File: config.mk
export PLATFORM = sky130hd
export DESIGN_NAME = uartms_core
export DESIGN_NICKNAME = d
export VERILOG_FILES = /design/src/hw/uartms_pkg.sv /design/src/hw/uartms_core.sv /design/src/hw/uartms_modem.sv
export SDC_FILE = /design/constraint.sdc
export NUM_CORES = 1
export LEC_CHECK = 0
export ABC_AREA = 1
export BUFFER_PORTS_ARGS = -buffer_cell sky130_fd_sc_hd__clkbuf_2
export CAP_MARGIN = 20
export CELL_PAD_IN_SITES_DETAIL_PLACEMENT = 0
export CELL_PAD_IN_SITES_GLOBAL_PLACEMENT = 1
export CORE_MARGIN = 4
export CORE_UTILIZATION = 42
export CTS_BUF_LIST = sky130_fd_sc_hd__clkbuf_8
export CTS_CLUSTER_DIAMETER = 50
export DETAILED_ROUTE_END_ITERATION = 16
export GPL_ROUTABILITY_DRIVEN = 0
export MAX_ROUTING_LAYER = met4
export PLACE_DENSITY_LB_ADDON = 0.1
export SLEW_MARGIN = 40
export SYNTH_ARGS = -nofsm -noshare
export SYNTH_HDL_FRONTEND = slang
export SYNTH_SLANG_ARGS = --single-unit
File: constraint.sdc
create_clock -name i_clk -period 3.1 [get_ports i_clk]
set_clock_uncertainty 0.2 [all_clocks]
set_input_delay 0.31 -clock i_clk [delete_from_list [all_inputs] [get_ports i_clk]]
set_output_delay 0.31 -clock i_clk [all_outputs]
set_load 0.02 [all_outputs]
File: src/hw/uartms_pkg.sv
// Shared constants, types and helpers of the modem status and FIFO interrupt block
package uartms_pkg;
   // Core clock and serial reference (24 MHz divided by 13)
   localparam int unsigned CLK_FREQ_MHZ = 250;
   localparam int unsigned REF_NUM_MHZ = 24;
   localparam int unsigned REF_DIV = 13;
   localparam logic [12:0] REF_STEP = 13'(REF_NUM_MHZ);
   localparam logic [12:0] REF_MOD = 13'(CLK_FREQ_MHZ * REF_DIV);
   // Reset hold needed from the outside, rounded up to whole cycles
   localparam int unsigned RESET_HOLD_NS = 500;
   localparam int unsigned RESET_HOLD_CYC = (RESET_HOLD_NS * CLK_FREQ_MHZ + 999) / 1000;
   // Character timing
   localparam int unsigned SAMPLES_PER_BIT = 16;
   localparam int unsigned TIMEOUT_CHARS = 4;
   // Register indices; byte address is four times the index
   localparam logic [2:0] REG_DATA = 3'h0;
   localparam logic [2:0] REG_IRQ_EN = 3'h1;
   localparam logic [2:0] REG_IDENT = 3'h2;
   localparam logic [2:0] REG_LINE_CTRL = 3'h3;
   localparam logic [2:0] REG_MODEM_CTRL = 3'h4;
   localparam logic [2:0] REG_LINE_STATUS = 3'h5;
   localparam logic [2:0] REG_MODEM_STATUS = 3'h6;
   localparam logic [2:0] REG_SCRATCH = 3'h7;
   // Modem control bits
   localparam int unsigned MCR_DTR = 0;
   localparam int unsigned MCR_RTS = 1;
   localparam int unsigned MCR_USER_A = 2;
   localparam int unsigned MCR_USER_B = 3;
   localparam int unsigned MCR_LOOP = 4;
   // Interrupt enable bits
   localparam int unsigned IER_RX = 0;
   localparam int unsigned IER_TX = 1;
   localparam int unsigned IER_LINE = 2;
   localparam int unsigned IER_MODEM = 3;
   // FIFO control and line control bits
   localparam int unsigned FCR_EN = 0;
   localparam int unsigned FCR_RX_CLR = 1;
   localparam int unsigned FCR_TX_CLR = 2;
   localparam int unsigned LCR_DLAB = 7;
   // Interrupt source codes, bits 3:1 of the identification byte
   localparam logic [2:0] IID_LINE = 3'h3;
   localparam logic [2:0] IID_RXDATA = 3'h2;
   localparam logic [2:0] IID_TIMEOUT = 3'h6;
   localparam logic [2:0] IID_TX_HOLDING_EMPTY = 3'h1;
   localparam logic [2:0] IID_MODEM = 3'h0;
   // Reset readings
   localparam logic [7:0] IIR_RESET = 8'h01;
   localparam logic [7:0] LSR_RESET = 8'h60;
   // Transmit-empty indication states, Gray along empty, busy, delay
   typedef enum logic [1:0] {
      TXE_EMPTY = 2'h0,
      TXE_BUSY = 2'h1,
      TXE_DELAY = 2'h3
   } uartms_txe_e;

   // Bits per character frame: data, parity and stop; the start bit is not counted
   function automatic logic [3:0] char_bits(input logic [7:0] line_ctrl_reg);
      char_bits = 4'h6 + {2'h0, line_ctrl_reg[1:0]} + {3'h0, line_ctrl_reg[3]} + {3'h0, line_ctrl_reg[2]};
   endfunction : char_bits
endpackage : uartms_pkg
File: src/hw/uartms_core.sv
// Serial channel registers, FIFOs, interrupt identification and modem status
//
// Our own choice: register access over Wishbone.
`timescale 1ns/10ps
module uartms_core #(
   parameter int unsigned DEPTH = 16
) (
   input wire logic i_clk,
   input wire logic i_rst_n,
   input wire logic i_wb_cyc,
   input wire logic i_wb_stb,
   input wire logic i_wb_we,
   input wire logic [4:2] i_wb_adr,
   input wire logic [3:0] i_wb_sel,
   input wire logic [31:0] i_wb_dat,
   output logic [31:0] o_wb_dat,
   output logic o_wb_ack,
   input wire logic i_rx_valid,
   input wire logic [7:0] i_rx_data,
   input wire logic [2:0] i_rx_err,
   output logic o_tx_valid,
   output logic [7:0] o_tx_data,
   input wire logic i_tx_ready,
   input wire logic i_tx_idle,
   output logic o_baud_tick,
   output logic [7:0] o_line_ctrl,
   output logic o_loopback,
   input wire logic i_cts_n,
   input wire logic i_dsr_n,
   input wire logic i_ring_ind_n,
   input wire logic i_carrier_detect_n,
   output logic o_rts_n,
   output logic o_dtr_n,
   output logic o_irq,
   output logic o_irq_oe
);
   import uartms_pkg::*;

   localparam int unsigned AW = $clog2(DEPTH);

   typedef struct packed {
      logic ack;
      logic [7:0] rdat;
      logic [7:0] irq_enable_reg;
      logic [7:0] line_ctrl_reg;
      logic [4:0] modem_ctrl_reg;
      logic fifo_en;
      logic [1:0] trig;
      logic [7:0] scratch;
      logic [7:0] dll;
      logic [7:0] divisor_high;
      logic [12:0] ref_acc;
      logic [15:0] div_cnt;
      logic [DEPTH-1:0][7:0] rxq;
      logic [AW-1:0] rx_wp;
      logic [AW-1:0] rx_rp;
      logic [AW:0] rx_cnt;
      logic [DEPTH-1:0][7:0] txq;
      logic [AW-1:0] tx_wp;
      logic [AW-1:0] tx_rp;
      logic [AW:0] tx_cnt;
      logic [4:1] err;
      logic fifo_err;
      logic [9:0] to_cnt;
      logic to_flag;
      uartms_txe_e txe;
      logic [7:0] txe_cnt;
      logic two_seen;
      logic tx_holding_empty_ip;
   } uartms_state_s;

   uartms_state_s s_r, s_nxt;
   logic [7:0] modem_line_status;
   logic msr_rd;
   logic req, wr, rd, dlab;
   logic ref_tick, tick;
   logic rx_push, rx_pop, rx_over, tx_push, tx_pop;
   logic [AW:0] rx_cap;
   logic [9:0] to_limit;
   logic [7:0] txe_delay;
   logic line_ip, rx_ip, to_ip, tx_ip, mdm_ip, pending;
   logic [2:0] iid;
   logic [7:0] iir_val, lsr_val;
   // FIFO mode flip seen on the bus, for the assertions that exempt it
   logic fifo_toggle_w;
   assign fifo_toggle_w = wr && i_wb_adr == REG_IDENT && (i_wb_dat[FCR_EN] != s_r.fifo_en);

   // Receive trigger level selected by two control bits
   function automatic logic [AW:0] trig_lvl(input logic [1:0] t);
      case (t)
         2'h0: trig_lvl = (AW+1)'(1);
         2'h1: trig_lvl = (AW+1)'(4);
         2'h2: trig_lvl = (AW+1)'(8);
         default: trig_lvl = (AW+1)'(DEPTH - 2);
      endcase
   endfunction : trig_lvl

   uartms_modem u_modem (
      .i_clk(i_clk),
      .i_rst_n(i_rst_n),
      .i_loop(s_r.modem_ctrl_reg[MCR_LOOP]),
      .i_mcr(s_r.modem_ctrl_reg),
      .i_cts_n(i_cts_n),
      .i_dsr_n(i_dsr_n),
      .i_ring_ind_n(i_ring_ind_n),
      .i_carrier_detect_n(i_carrier_detect_n),
      .i_clear(msr_rd),
      .o_modem_line_status(modem_line_status)
   );

   // Bus decode; one wait cycle, ack a single cycle per request
   assign req = i_wb_cyc & i_wb_stb & ~s_r.ack;
   assign wr = req & i_wb_we & i_wb_sel[0];
   assign rd = req & ~i_wb_we;
   assign dlab = s_r.line_ctrl_reg[LCR_DLAB];
   assign msr_rd = rd & (i_wb_adr == REG_MODEM_STATUS);

   // Handshakes with the shift logic
   assign rx_cap = s_r.fifo_en ? (AW+1)'(DEPTH) : (AW+1)'(1);
   assign rx_over = i_rx_valid & (s_r.rx_cnt >= rx_cap);
   assign rx_push = i_rx_valid & ~rx_over;
   assign rx_pop = rd & (i_wb_adr == REG_DATA) & ~dlab & (s_r.rx_cnt != '0);
   assign tx_push = wr & (i_wb_adr == REG_DATA) & ~dlab &
      (s_r.tx_cnt < (s_r.fifo_en ? (AW+1)'(DEPTH) : (AW+1)'(1)));
   assign o_tx_valid = (s_r.tx_cnt != '0);
   assign tx_pop = o_tx_valid & i_tx_ready;

   // Frame-dependent counts, in sample ticks
   assign to_limit = 10'(char_bits(s_r.line_ctrl_reg)) * 10'(SAMPLES_PER_BIT * TIMEOUT_CHARS);
   assign txe_delay = 8'(char_bits(s_r.line_ctrl_reg) - 4'h1) * 8'(SAMPLES_PER_BIT);

   // Interrupt sources and their fixed priority
   assign line_ip = s_r.irq_enable_reg[IER_LINE] & (|s_r.err);
   assign rx_ip = s_r.irq_enable_reg[IER_RX] & (s_r.fifo_en ?
      (s_r.rx_cnt >= trig_lvl(s_r.trig)) : (s_r.rx_cnt != '0));
   assign to_ip = s_r.irq_enable_reg[IER_RX] & s_r.fifo_en & s_r.to_flag;
   assign tx_ip = s_r.irq_enable_reg[IER_TX] & s_r.tx_holding_empty_ip;
   assign mdm_ip = s_r.irq_enable_reg[IER_MODEM] & (|modem_line_status[3:0]);
   assign pending = line_ip | rx_ip | to_ip | tx_ip | mdm_ip;

   // Highest source wins; time-out ranks just below data, FIFO empty with holding
   always_comb begin
      if (line_ip) begin
         iid = IID_LINE;
      end else if (rx_ip) begin
         iid = IID_RXDATA;
      end else if (to_ip) begin
         iid = IID_TIMEOUT;
      end else if (tx_ip) begin
         iid = IID_TX_HOLDING_EMPTY;
      end else begin
         iid = IID_MODEM;
      end
   end

   assign iir_val = {s_r.fifo_en, s_r.fifo_en, 2'h0, iid, ~pending};
   assign lsr_val = {s_r.fifo_en & s_r.fifo_err,
      (s_r.txe == TXE_EMPTY) & (s_r.tx_cnt == '0) & i_tx_idle,
      s_r.txe == TXE_EMPTY, s_r.err, s_r.rx_cnt != '0};

   // Whole next state of the block
   always_comb begin
      logic [12:0] acc;
      logic [15:0] divisor;
      logic [7:0] wdat;
      logic fifo_toggle;
      acc = s_r.ref_acc + REF_STEP;
      divisor = {s_r.divisor_high, s_r.dll};
      wdat = i_wb_dat[7:0];
      fifo_toggle = 1'b0;
      s_nxt = s_r;
      s_nxt.ack = req;
      // Fractional reference: 24 of every 3250 core cycles
      ref_tick = (acc >= REF_MOD);
      s_nxt.ref_acc = ref_tick ? (acc - REF_MOD) : acc;
      // Sample tick from the divisor; zero divisor counts as one
      tick = 1'b0;
      if (ref_tick) begin
         if ((s_r.div_cnt + 16'h0001) >= divisor) begin
            s_nxt.div_cnt = 16'h0000;
            tick = 1'b1;
         end else begin
            s_nxt.div_cnt = s_r.div_cnt + 16'h0001;
         end
      end
      // Register reads, captured at the answering edge
      if (rd) begin
         case (i_wb_adr)
            REG_DATA: s_nxt.rdat = dlab ? s_r.dll : s_r.rxq[s_r.rx_rp];
            REG_IRQ_EN: s_nxt.rdat = dlab ? s_r.divisor_high : {4'h0, s_r.irq_enable_reg[3:0]};
            REG_IDENT: s_nxt.rdat = iir_val;
            REG_LINE_CTRL: s_nxt.rdat = s_r.line_ctrl_reg;
            REG_MODEM_CTRL: s_nxt.rdat = {3'h0, s_r.modem_ctrl_reg};
            REG_LINE_STATUS: s_nxt.rdat = lsr_val;
            REG_MODEM_STATUS: s_nxt.rdat = modem_line_status;
            default: s_nxt.rdat = s_r.scratch;
         endcase
      end
      // Read side effects: errors clear on status read
      if (rd && i_wb_adr == REG_LINE_STATUS) begin
         s_nxt.err = 4'h0;
         s_nxt.fifo_err = 1'b0;
      end
      if (rd && i_wb_adr == REG_IDENT && iid == IID_TX_HOLDING_EMPTY && pending) begin
         s_nxt.tx_holding_empty_ip = 1'b0;
      end
      // Register writes
      if (wr) begin
         case (i_wb_adr)
            REG_DATA: begin
               if (dlab) begin
                  s_nxt.dll = wdat;
               end
            end
            REG_IRQ_EN: begin
               if (dlab) begin
                  s_nxt.divisor_high = wdat;
               end else begin
                  s_nxt.irq_enable_reg = {4'h0, wdat[3:0]};
                  // Enabling on an already empty holding register interrupts
                  if (wdat[IER_TX] && !s_r.irq_enable_reg[IER_TX] && s_r.txe == TXE_EMPTY) begin
                     s_nxt.tx_holding_empty_ip = 1'b1;
                  end
               end
            end
            REG_IDENT: begin
               fifo_toggle = (wdat[FCR_EN] != s_r.fifo_en);
               s_nxt.fifo_en = wdat[FCR_EN];
               s_nxt.trig = wdat[7:6];
               if (wdat[FCR_RX_CLR] || fifo_toggle) begin
                  s_nxt.rx_wp = '0;
                  s_nxt.rx_rp = '0;
                  s_nxt.rx_cnt = '0;
               end
               if (wdat[FCR_TX_CLR] || fifo_toggle) begin
                  s_nxt.tx_wp = '0;
                  s_nxt.tx_rp = '0;
                  s_nxt.tx_cnt = '0;
               end
            end
            REG_LINE_CTRL: s_nxt.line_ctrl_reg = wdat;
            REG_MODEM_CTRL: s_nxt.modem_ctrl_reg = wdat[4:0];
            REG_SCRATCH: s_nxt.scratch = wdat;
            default: ;
         endcase
      end
      // Receive FIFO; overrun keeps the stored data
      if (!(fifo_toggle || (wr && i_wb_adr == REG_IDENT && wdat[FCR_RX_CLR]))) begin
         if (rx_push) begin
            s_nxt.rxq[s_r.rx_wp] = i_rx_data;
            s_nxt.rx_wp = s_r.rx_wp + 1'b1;
         end
         if (rx_pop) begin
            s_nxt.rx_rp = s_r.rx_rp + 1'b1;
         end
         s_nxt.rx_cnt = s_r.rx_cnt + (AW+1)'(rx_push) - (AW+1)'(rx_pop);
      end
      // Error flags set after the clear, so a new error is kept
      if (rx_over) begin
         s_nxt.err[1] = 1'b1;
      end
      if (rx_push) begin
         s_nxt.err[4:2] = s_nxt.err[4:2] | i_rx_err;
         s_nxt.fifo_err = s_nxt.fifo_err | (|i_rx_err);
      end
      // Character time-out, counted in sample ticks
      if (rx_push || rx_pop || s_nxt.rx_cnt == '0) begin
         s_nxt.to_cnt = 10'h000;
         s_nxt.to_flag = 1'b0;
      end else if (s_r.fifo_en && tick && !s_r.to_flag) begin
         s_nxt.to_cnt = s_r.to_cnt + 10'h001;
         if ((s_r.to_cnt + 10'h001) >= to_limit) begin
            s_nxt.to_flag = 1'b1;
         end
      end
      // Transmit FIFO
      if (!(fifo_toggle || (wr && i_wb_adr == REG_IDENT && wdat[FCR_TX_CLR]))) begin
         if (tx_push) begin
            s_nxt.txq[s_r.tx_wp] = wdat;
            s_nxt.tx_wp = s_r.tx_wp + 1'b1;
         end
         if (tx_pop) begin
            s_nxt.tx_rp = s_r.tx_rp + 1'b1;
         end
         s_nxt.tx_cnt = s_r.tx_cnt + (AW+1)'(tx_push) - (AW+1)'(tx_pop);
      end
      if (s_nxt.tx_cnt >= (AW+1)'(2)) begin
         s_nxt.two_seen = 1'b1;
      end
      // Empty indication; in FIFO mode a lone byte earns a delayed empty
      case (s_r.txe)
         TXE_EMPTY: begin
            s_nxt.two_seen = (s_nxt.tx_cnt >= (AW+1)'(2));
            if (s_nxt.tx_cnt != '0) begin
               s_nxt.txe = TXE_BUSY;
            end
         end
         TXE_BUSY: begin
            if (s_nxt.tx_cnt == '0) begin
               if (s_r.two_seen || !s_r.fifo_en) begin
                  s_nxt.txe = TXE_EMPTY;
                  s_nxt.tx_holding_empty_ip = s_r.irq_enable_reg[IER_TX];
               end else begin
                  s_nxt.txe = TXE_DELAY;
                  s_nxt.txe_cnt = txe_delay;
               end
            end
         end
         TXE_DELAY: begin
            if (s_nxt.tx_cnt != '0) begin
               s_nxt.txe = TXE_BUSY;
            end else if (s_r.txe_cnt == 8'h00) begin
               s_nxt.txe = TXE_EMPTY;
               s_nxt.tx_holding_empty_ip = s_r.irq_enable_reg[IER_TX];
            end else if (tick) begin
               s_nxt.txe_cnt = s_r.txe_cnt - 8'h01;
            end
         end
         default: s_nxt.txe = TXE_EMPTY;
      endcase
      // Toggling FIFO mode shows empty at once
      if (fifo_toggle) begin
         s_nxt.txe = TXE_EMPTY;
         s_nxt.tx_holding_empty_ip = s_nxt.irq_enable_reg[IER_TX];
      end
      // A holding write withdraws the empty interrupt
      if (tx_push) begin
         s_nxt.tx_holding_empty_ip = 1'b0;
      end
   end

   // Synchronous reset clears controls and the baud counters
   always_ff @(posedge i_clk) begin
      if (!i_rst_n) begin
         s_r <= '0;
      end else begin
         s_r <= s_nxt;
      end
   end

   // Outputs; modem lines go inactive high in loopback
   assign o_wb_ack = s_r.ack;
   assign o_wb_dat = {24'h00_0000, s_r.rdat};
   assign o_tx_data = s_r.txq[s_r.tx_rp];
   assign o_baud_tick = tick;
   assign o_line_ctrl = s_r.line_ctrl_reg;
   assign o_loopback = s_r.modem_ctrl_reg[MCR_LOOP];
   assign o_rts_n = ~s_r.modem_ctrl_reg[MCR_RTS] | s_r.modem_ctrl_reg[MCR_LOOP];
   assign o_dtr_n = ~s_r.modem_ctrl_reg[MCR_DTR] | s_r.modem_ctrl_reg[MCR_LOOP];
   assign o_irq = pending & s_r.modem_ctrl_reg[MCR_USER_B];
   assign o_irq_oe = s_r.modem_ctrl_reg[MCR_USER_B] & ~s_r.modem_ctrl_reg[MCR_LOOP];
endmodule : uartms_core

File: src/hw/uartms_modem.sv
// Modem status register: live line levels and change flags
`timescale 1ns/10ps
module uartms_modem (
   input wire logic i_clk,
   input wire logic i_rst_n,
   input wire logic i_loop,
   input wire logic [4:0] i_mcr,
   input wire logic i_cts_n,
   input wire logic i_dsr_n,
   input wire logic i_ring_ind_n,
   input wire logic i_carrier_detect_n,
   input wire logic i_clear,
   output logic [7:0] o_modem_line_status
);
   import uartms_pkg::*;

   typedef struct packed {
      logic primed;
      logic [3:0] prev;
      logic [3:0] delta;
   } uartms_msr_s;

   uartms_msr_s s_r, s_nxt;
   logic [3:0] src;

   // Live levels: pins, or modem control bits in loopback
   always_comb begin
      if (i_loop) begin
         src = {i_mcr[MCR_USER_B], i_mcr[MCR_USER_A], i_mcr[MCR_DTR], i_mcr[MCR_RTS]};
      end else begin
         src = {~i_carrier_detect_n, ~i_ring_ind_n, ~i_dsr_n, ~i_cts_n};
      end
   end

   // Change flags; the first cycle after reset only primes, so no false deltas
   always_comb begin
      s_nxt = s_r;
      s_nxt.primed = 1'b1;
      s_nxt.prev = src;
      if (i_clear) begin
         s_nxt.delta = 4'h0;
      end
      // A change in the read cycle still sets its flag
      if (s_r.primed) begin
         s_nxt.delta[0] = s_nxt.delta[0] | (src[0] ^ s_r.prev[0]);
         s_nxt.delta[1] = s_nxt.delta[1] | (src[1] ^ s_r.prev[1]);
         s_nxt.delta[3] = s_nxt.delta[3] | (src[3] ^ s_r.prev[3]);
         s_nxt.delta[2] = s_nxt.delta[2] | (s_r.prev[2] & ~src[2]);
      end
   end

   always_ff @(posedge i_clk) begin
      if (!i_rst_n) begin
         s_r <= '0;
      end else begin
         s_r <= s_nxt;
      end
   end

   assign o_modem_line_status = {src, s_r.delta};
endmodule : uartms_modem

After elaboration in Yosys (flattened, before gate mapping)
Cells that the tools add are included.
- $add $sub $neg: 17
- multipliers: 0
- divide/modulo/power cells: 0
- order comparisons: 13
- equality and inequality tests: 20
- shift operators: 0
- multiplexer cells: 81
- bitwise operators: 58
- reduce and logical (&&, ||, !) cells: 54
- operator list (operator ; number):
    $bwmux W128 ; 2
    $mux W8 ; 16
    $mux W13 ; 9
    $bmux W8 S4 ; 2
    $demux W8 S4 ; 2
    $pmux W8 S7 ; 1
    $mux W42 ; 1
    $mux W4 ; 7
    $and A1 B1 Y1 ; 27
    $lt A4 B5 Y1 const B ; 4
    $mux W1 ; 20
    $add A16 B1 Y16 const B ; 1
    $add A4 B1 Y4 const B ; 4
    $ge A16 B16 Y1 ; 1
    $mux W16 ; 1
    $not A1 Y1 ; 16
    $pmux W8 S2 ; 1
    $logic_not A5 Y1 ; 3
    $mux W3 ; 5
    $mux W5 ; 3
    $reduce_bool A5 Y1 ; 3
    $reduce_and A2 Y1 ; 7
    $add A13 B5 Y13 const B ; 1
    $ge A13 B12 Y1 const B ; 1
    other kinds (43) ; 105
- flip-flop bits (word level): 401
- bits in latches: 0
- memory bits (writable): 0
- bits in read-only memories: 0
- input bits: 62
- memories kept: 0

Depth between registers and ports, before layout
- depth after elaboration: 19
- depth in mapped cells: 22

By module
Synthesis repeated with hierarchy kept, for this count alone.
- cell total of the unflattened synthesis: 2957
- area, all modules: 20863.8 µm²
- by module, submodules not included (module ; instances ; cells each ; area an instance (µm²) ; seq. area each (µm²)):
    uartms_core ; 1 ; 2884 ; 20362.0 ; 7827.5
    uartms_modem ; 1 ; 73 ; 501.7 ; 180.2

Worst setup path before layout
Ideal clock, no wire load.
- path kind: reg-to-reg
- from: reg s_r, in the netlist o_wb_ack
- to: reg s_r[3] in the netlist's numbering
- library setup time: 0.128 ns
- arrival time: 3.008 ns
- required time: 2.772 ns
- slack: -0.235 ns
- stages on the path, launching flop included: 19
- period minus slack after synthesis: 3.335 ns
- cells stage by stage: dfxtp_1 > nor2_1 > inv_2 > nor2_8 > inv_4 > nor4_4 > nand2_4 > ha_1 > inv_1 > ha_1 > fa_1 > nand3_1 > nand3_1 > nand3_2 > nand4_4 > a21oi_4 > nand2_4 > o21ai_1 > nor2_1
- cells in the longest elaborated chain, start to end: 13
- RTL lines (item ; RTL line ; source):
    start, declared ; uartms_core.sv:72 ; uartms_state_s s_r, s_nxt;
    start signal, assigned ; uartms_core.sv:337 ; s_r <= s_nxt;
    $not A1 Y1 * ; uartms_core.sv:112 ; assign req = i_wb_cyc & i_wb_stb & ~s_r.ack;
    $and A1 B1 Y1 * ; uartms_core.sv:112 ;
    $and A1 B1 Y1 * (2 in a row) ; uartms_core.sv:113 ; assign wr = req & i_wb_we & i_wb_sel[0];
    $and A1 B1 Y1 (3 in a row) ; uartms_core.sv:123 ; assign tx_push = wr & (i_wb_adr == REG_DATA) & ~dlab &
    $add A5 B1 Y5 ; uartms_core.sv:285 ; s_nxt.tx_cnt = s_r.tx_cnt + (AW+1)'(tx_push) - (AW+1)'(tx_pop);
    $sub A5 B1 Y5 ; uartms_core.sv:285 ;
    $mux W13 * ; uartms_core.sv:277 ; if (!(fifo_toggle || (wr && i_wb_adr == REG_IDENT && wdat[FCR_TX_CLR]))) begin
    $reduce_bool A5 Y1 / $logic_not A5 Y1 (equally long branches) ; uartms_core.sv:310, uartms_core.sv:299 ;
    $ne A2 B2 Y1 (no source line) ; - ;
    $reduce_and A6 Y1 (no source line) * ; - ;
Every way passes the cells marked *; elsewhere a longest branch is shown, timed or not.
A chain may end at the register's enable or synchronous reset.

Worst setup path after layout
- from: reg s_r[311] in the netlist's numbering
- to: out o_baud_tick
- cells in the longest elaborated chain, start to end: 4
- RTL lines (item ; RTL line ; source):
    $add A16 B1 Y16 ; uartms_core.sv:179 ; if ((s_r.div_cnt + 16'h0001) >= divisor) begin
    $ge A16 B16 Y1 ; uartms_core.sv:179 ;
    $mux W1 ; uartms_core.sv:179 ;
    $mux W1 ; uartms_core.sv:178 ; if (ref_tick) begin
    end, declared ; uartms_core.sv:25 ; output logic o_baud_tick,
Every way passes these cells.

==> impl_metrics.json <==
{
  "via_per_inst": 5.07,
  "io-pin-count": 118,
  "worst_ep_required_time_ns": 2.59,
  "path_clk_slew_ns": 0.06,
  "fp-row-count": 81,
  "h-tree-depth": 3,
  "seqPwrFrac": 0.370,
  "synth-warning-count": 0,
  "synth_fa_ha_area_frac": 0.0426,
  "min_period_over_period": 1.16,
  "report.power.total_w": 0.0151,
  "drt_drc_violations_left": 0,
  "cts-root-to-sink-buffers": 3,
  "max_slew.worst_pin.slew_ns": 0.772,
  "pwr_density_cell_nw_per_um2": 598,
  "post_synthesis_instance_total": 2860,
  "fmax_achieved_mhz": 278,
  "ys_ff_latch": 400,
  "run_status": "complete, but fails checks",
  "grt_setup_unrepaired": "true",
  "cts_buffers": 79,
  "cap_viol_max_count": 0,
  "synth_top_family_by_area": "compound AO/OA/AOI/OAI gates",
  "number_of_antenna_violations_at_the_first_check_in_global_routing": 1,
  "post_synthesis_compound_gate_area_fraction": 0.245,
  "cell_internal_pwr_w": 0.0101,
  "worstPathMaxFanout": 2,
  "post_synth.cell_area_avg_um2": 7.34,
  "synth-main-ff-cell": "dfxtp_1",
  "vias": 19000,
  "routed_wirelength_um": 63000,
  "drt-wirelength-per-cell_um": 16.8,
  "netlist_area_um2": 21000,
  "post_synth_main_area_contributors": "dfxtp_1, nor2_1, a211oi_2, o21ai_0, inv_1",
  "slew-limit-headroom": 0.485,
  "i_o_buffers": 66,
  "drtIter0Drc": 1322,
  "gr-usage-all-layers": 0.236,
  "cts_tree": "yes",
  "synth-xor-area-share": 0.0129,
  "dpl.hpwl_um": 41900,
  "nets": 3147,
  "critPathLaunchType": "register",
  "overflow": 0,
  "pre_cts_ws_ns": -0.392,
  "synthArstFlopShare": 0,
  "clk-insertion-delay-late_ns": 0.66,
  "finalSetupViolCount": 35,
  "flow.area_growth_from_synthesis_pct": 20.4,
  "clock_tree.root_cell": "clkbuf_8",
  "p_leak_nw": 10.2,
  "initial_core_utilization": 0.427,
  "netlist.area_leader.share": 0.381,
  "drv_slew": 0,
  "core_region_area_um2": 49200,
  "share_clk_of_total_power": 0.363,
  "synth.yosys.seq_area_share": 0.381,
  "synth-edff-count": 0,
  "comb_power_share": 0.267,
  "first_global_vias": 18200,
  "synth.distinct_cells": 58,
  "drt.antenna.violating_nets": 0,
  "synth_largest_area_cell": "dfxtp_1",
  "worst_setup_path_class": "register to output pin",
  "die-width_um": 232,
  "failed_checks": "setup timing",
  "die-area_um2": 53600,
  "switching_share_of_total_power": 0.329,
  "largest_net_degree_at_the_start_of_global_routing": 72,
  "clock-sinks": 400,
  "drt_first_pass_iters": 5,
  "worstHoldPathType": "primary input to register",
  "final.min_clock_period_ns": 3.60,
  "power.net_switching_w": 0.00498,
  "drive_gt1_frac": 0.219,
  "end_kind": "output pin",
  "grt_first_pass_wirelength_um": 99500,
  "floorplan.die.height_um": 232,
  "timing_hold_violations_final": 0,
  "final_core_area_utilization": 0.514,
  "share_of_cell_area_taken_by_muxes_after_synthesis": 0.000954,
  "vdd.ir_drop.worst_uv": 367,
  "finalWorstSetupSlack_ns": -0.496,
  "cp_data_arrival_time_ns": 3.09,
  "synth_simple_gate_area_frac": 0.205
}
## per-stage QoR
| stage | hold WS [ns] | std cells | TNS [ns] | area (um2) |
|---|---|---|---|---|
| final | 0.0960 | 3742 | -4.21 | 25300 |
| after global routing | 0.0881 | 3742 | -10.87 | 25300 |
| after CTS | 0.0280 | 3725 | -4.52 | 24700 |
| after detailed placement | 0.243 | 3541 | -6.72 | 22400 |
| after global placement | 0.232 | 3541 | -4.61 | 22400 |
| after floorplan | 0.138 | 2883 | -1.40 | 21200 |
## metal layers
metal | vias up | global-route usage | share of wire
met3 | 94 | 0.0355 | 0.038
li1 | 9692 | - | -
met4 | 0 | 0.0588 | 0.019
met1 | 8864 | 0.310 | 0.47
met5 | - | - | 0
met2 | 336 | 0.386 | 0.48
## cell usage in the layout (no fill, tap or decap), types with 6 or more instances in the layout
cell	instances
inv_2	20
o21ai_2	9
nand3_1	52
nand3_2	10
a211oi_1	13
nand2_4	15
nor2_2	11
a21oi_1	212
a21oi_2	7
nand4_2	9
dfxtp_1	389
a21boi_0	15
ha_1	50
clkbuf_2	64
xor2_1	26
nand4_1	32
nand2_1	285
o211ai_1	8
o21bai_1	7
clkbuf_8	105
o22ai_1	20
clkinv_2	10
inv_1	362
nand2_2	38
o21ai_0	302
o221ai_1	13
buf_4	132
buf_12	8
buf_6	15
nor2_4	10
conb_1	24
dlygate4sd3_1	19
o21ai_1	15
a211oi_2	139
clkinv_1	6
ha_4	13
nor2_1	497
nor3_1	28
dfxtp_2	9
## power by group through the flow
stage	clock network (W)	registers (W)	logic (W)
CTS	0.00565	0.00558	0.00382
floorplan	0	0.00559	0.00230
global route	0.00587	0.00562	0.00444
global placement	0	0.00570	0.00344
finish	0.00548	0.00559	0.00404
detailed placement	0	0.00570	0.00348
## cell usage after synthesis, types with 3 or more instances
library cell	count
nor3_1	32
xor2_1	28
a211oi_2	128
o21ai_1	16
fa_1	4
inv_1	357
nand3_1	64
o221ai_1	14
a211oi_1	24
nor2_1	512
buf_4	45
a31oi_1	3
nand2_2	19
o22ai_1	20
a21oi_1	219
o2111ai_1	5
o21ai_0	309
nor2_4	4
ha_1	65
o21bai_1	7
o211ai_1	8
nor4_1	4
nand4_1	32
buf_1	7
clkinv_1	6
or2_2	3
nand2_1	316
nand4_2	9
buf_2	30
nand2_4	3
xnor2_1	3
clkbuf_1	108
a21boi_0	16
nand3b_1	3
dfxtp_1	400
inv_2	10
## cell families (layout without fill, tap and decap cells)
logic type                 count (synthesis)  after routing
AOI/OAI and AO/OA                        780            780
xor gates and xnor gates                  31             31
adders and majority gates                 69             69
buffers and inverters                    565            758
DFF                                      400            400
muxes                                      2              2
other                                      1             25
and+or+nand+nor                         1012           1013
## cell type report
| type | count | area [um2] |
|---|---|---|
| timing repair buffer | 242 | 1910 |
| multi-input combinational | 1919 | 11400 |
| tap | 664 | 831 |
| clock buffer | 105 | 1450 |
| sequential | 400 | 8030 |
| clock inverter | 37 | 196 |
| inverter | 374 | 1430 |
| antenna | 1 | 2.50 |
| fill | 4831 | 23900 |
## path summary, 6_finish.rpt
check	start	end	slack, ns	cells past startpoint
setup / recovery	s_r[311]$_SDFFE_PN0N_	o_baud_tick	-0.50	19
hold / removal	i_rx_data[3]	s_r[297]$_SDFFE_PN0P_	0.1	3
setup reg to reg	iir_val[6]$_SDFFE_PN0P_	s_r[5]$_SDFFE_PN0P_	-0.24	18
hold reg to reg	s_r[299]$_SDFFE_PN0P_	s_r[299]$_SDFFE_PN0P_	0.25	2
## repair_timing
action | 4_1_cts | 5_1_grt
pin swaps | 39 | 48
cloned | 2 | 1
endpoints found under the hold margin | 55 | 0
setup endpoints to repair | 40 | 64
buffers inserted | 21 | 16
hold buffers | 19 | 0
resized for setup | 77 | 104
## sequential cells by signal, indices dropped and copies added (netlist names)
name                         cells
u_modem.o_modem_line_status      4
iir_val                          1
u_modem.s_r                      5
lsr_val                          4
o_wb_dat                         8
s_r                            368
o_loopback                       1
o_wb_ack                         1
o_line_ctrl                      8
## worst max-delay path: stages (launching register included)
cell     delay, ns
dfxtp_2       0.34
buf_6         0.10
ha_4          0.13
nand2_4       0.05
nor4_4        0.25
buf_4         0.15
inv_2         0.03
nor2_2        0.10
xor2_1        0.18
inv_2         0.08
ha_4          0.26
nand2_2       0.04
inv_2         0.07
nand3_4       0.07
nor2_4        0.13
nand3_2       0.08
nand3_2       0.10
nand2_4       0.08
inv_4         0.08
buf_8         0.11
No activity file was read; power rests on OpenSTA's default activity.
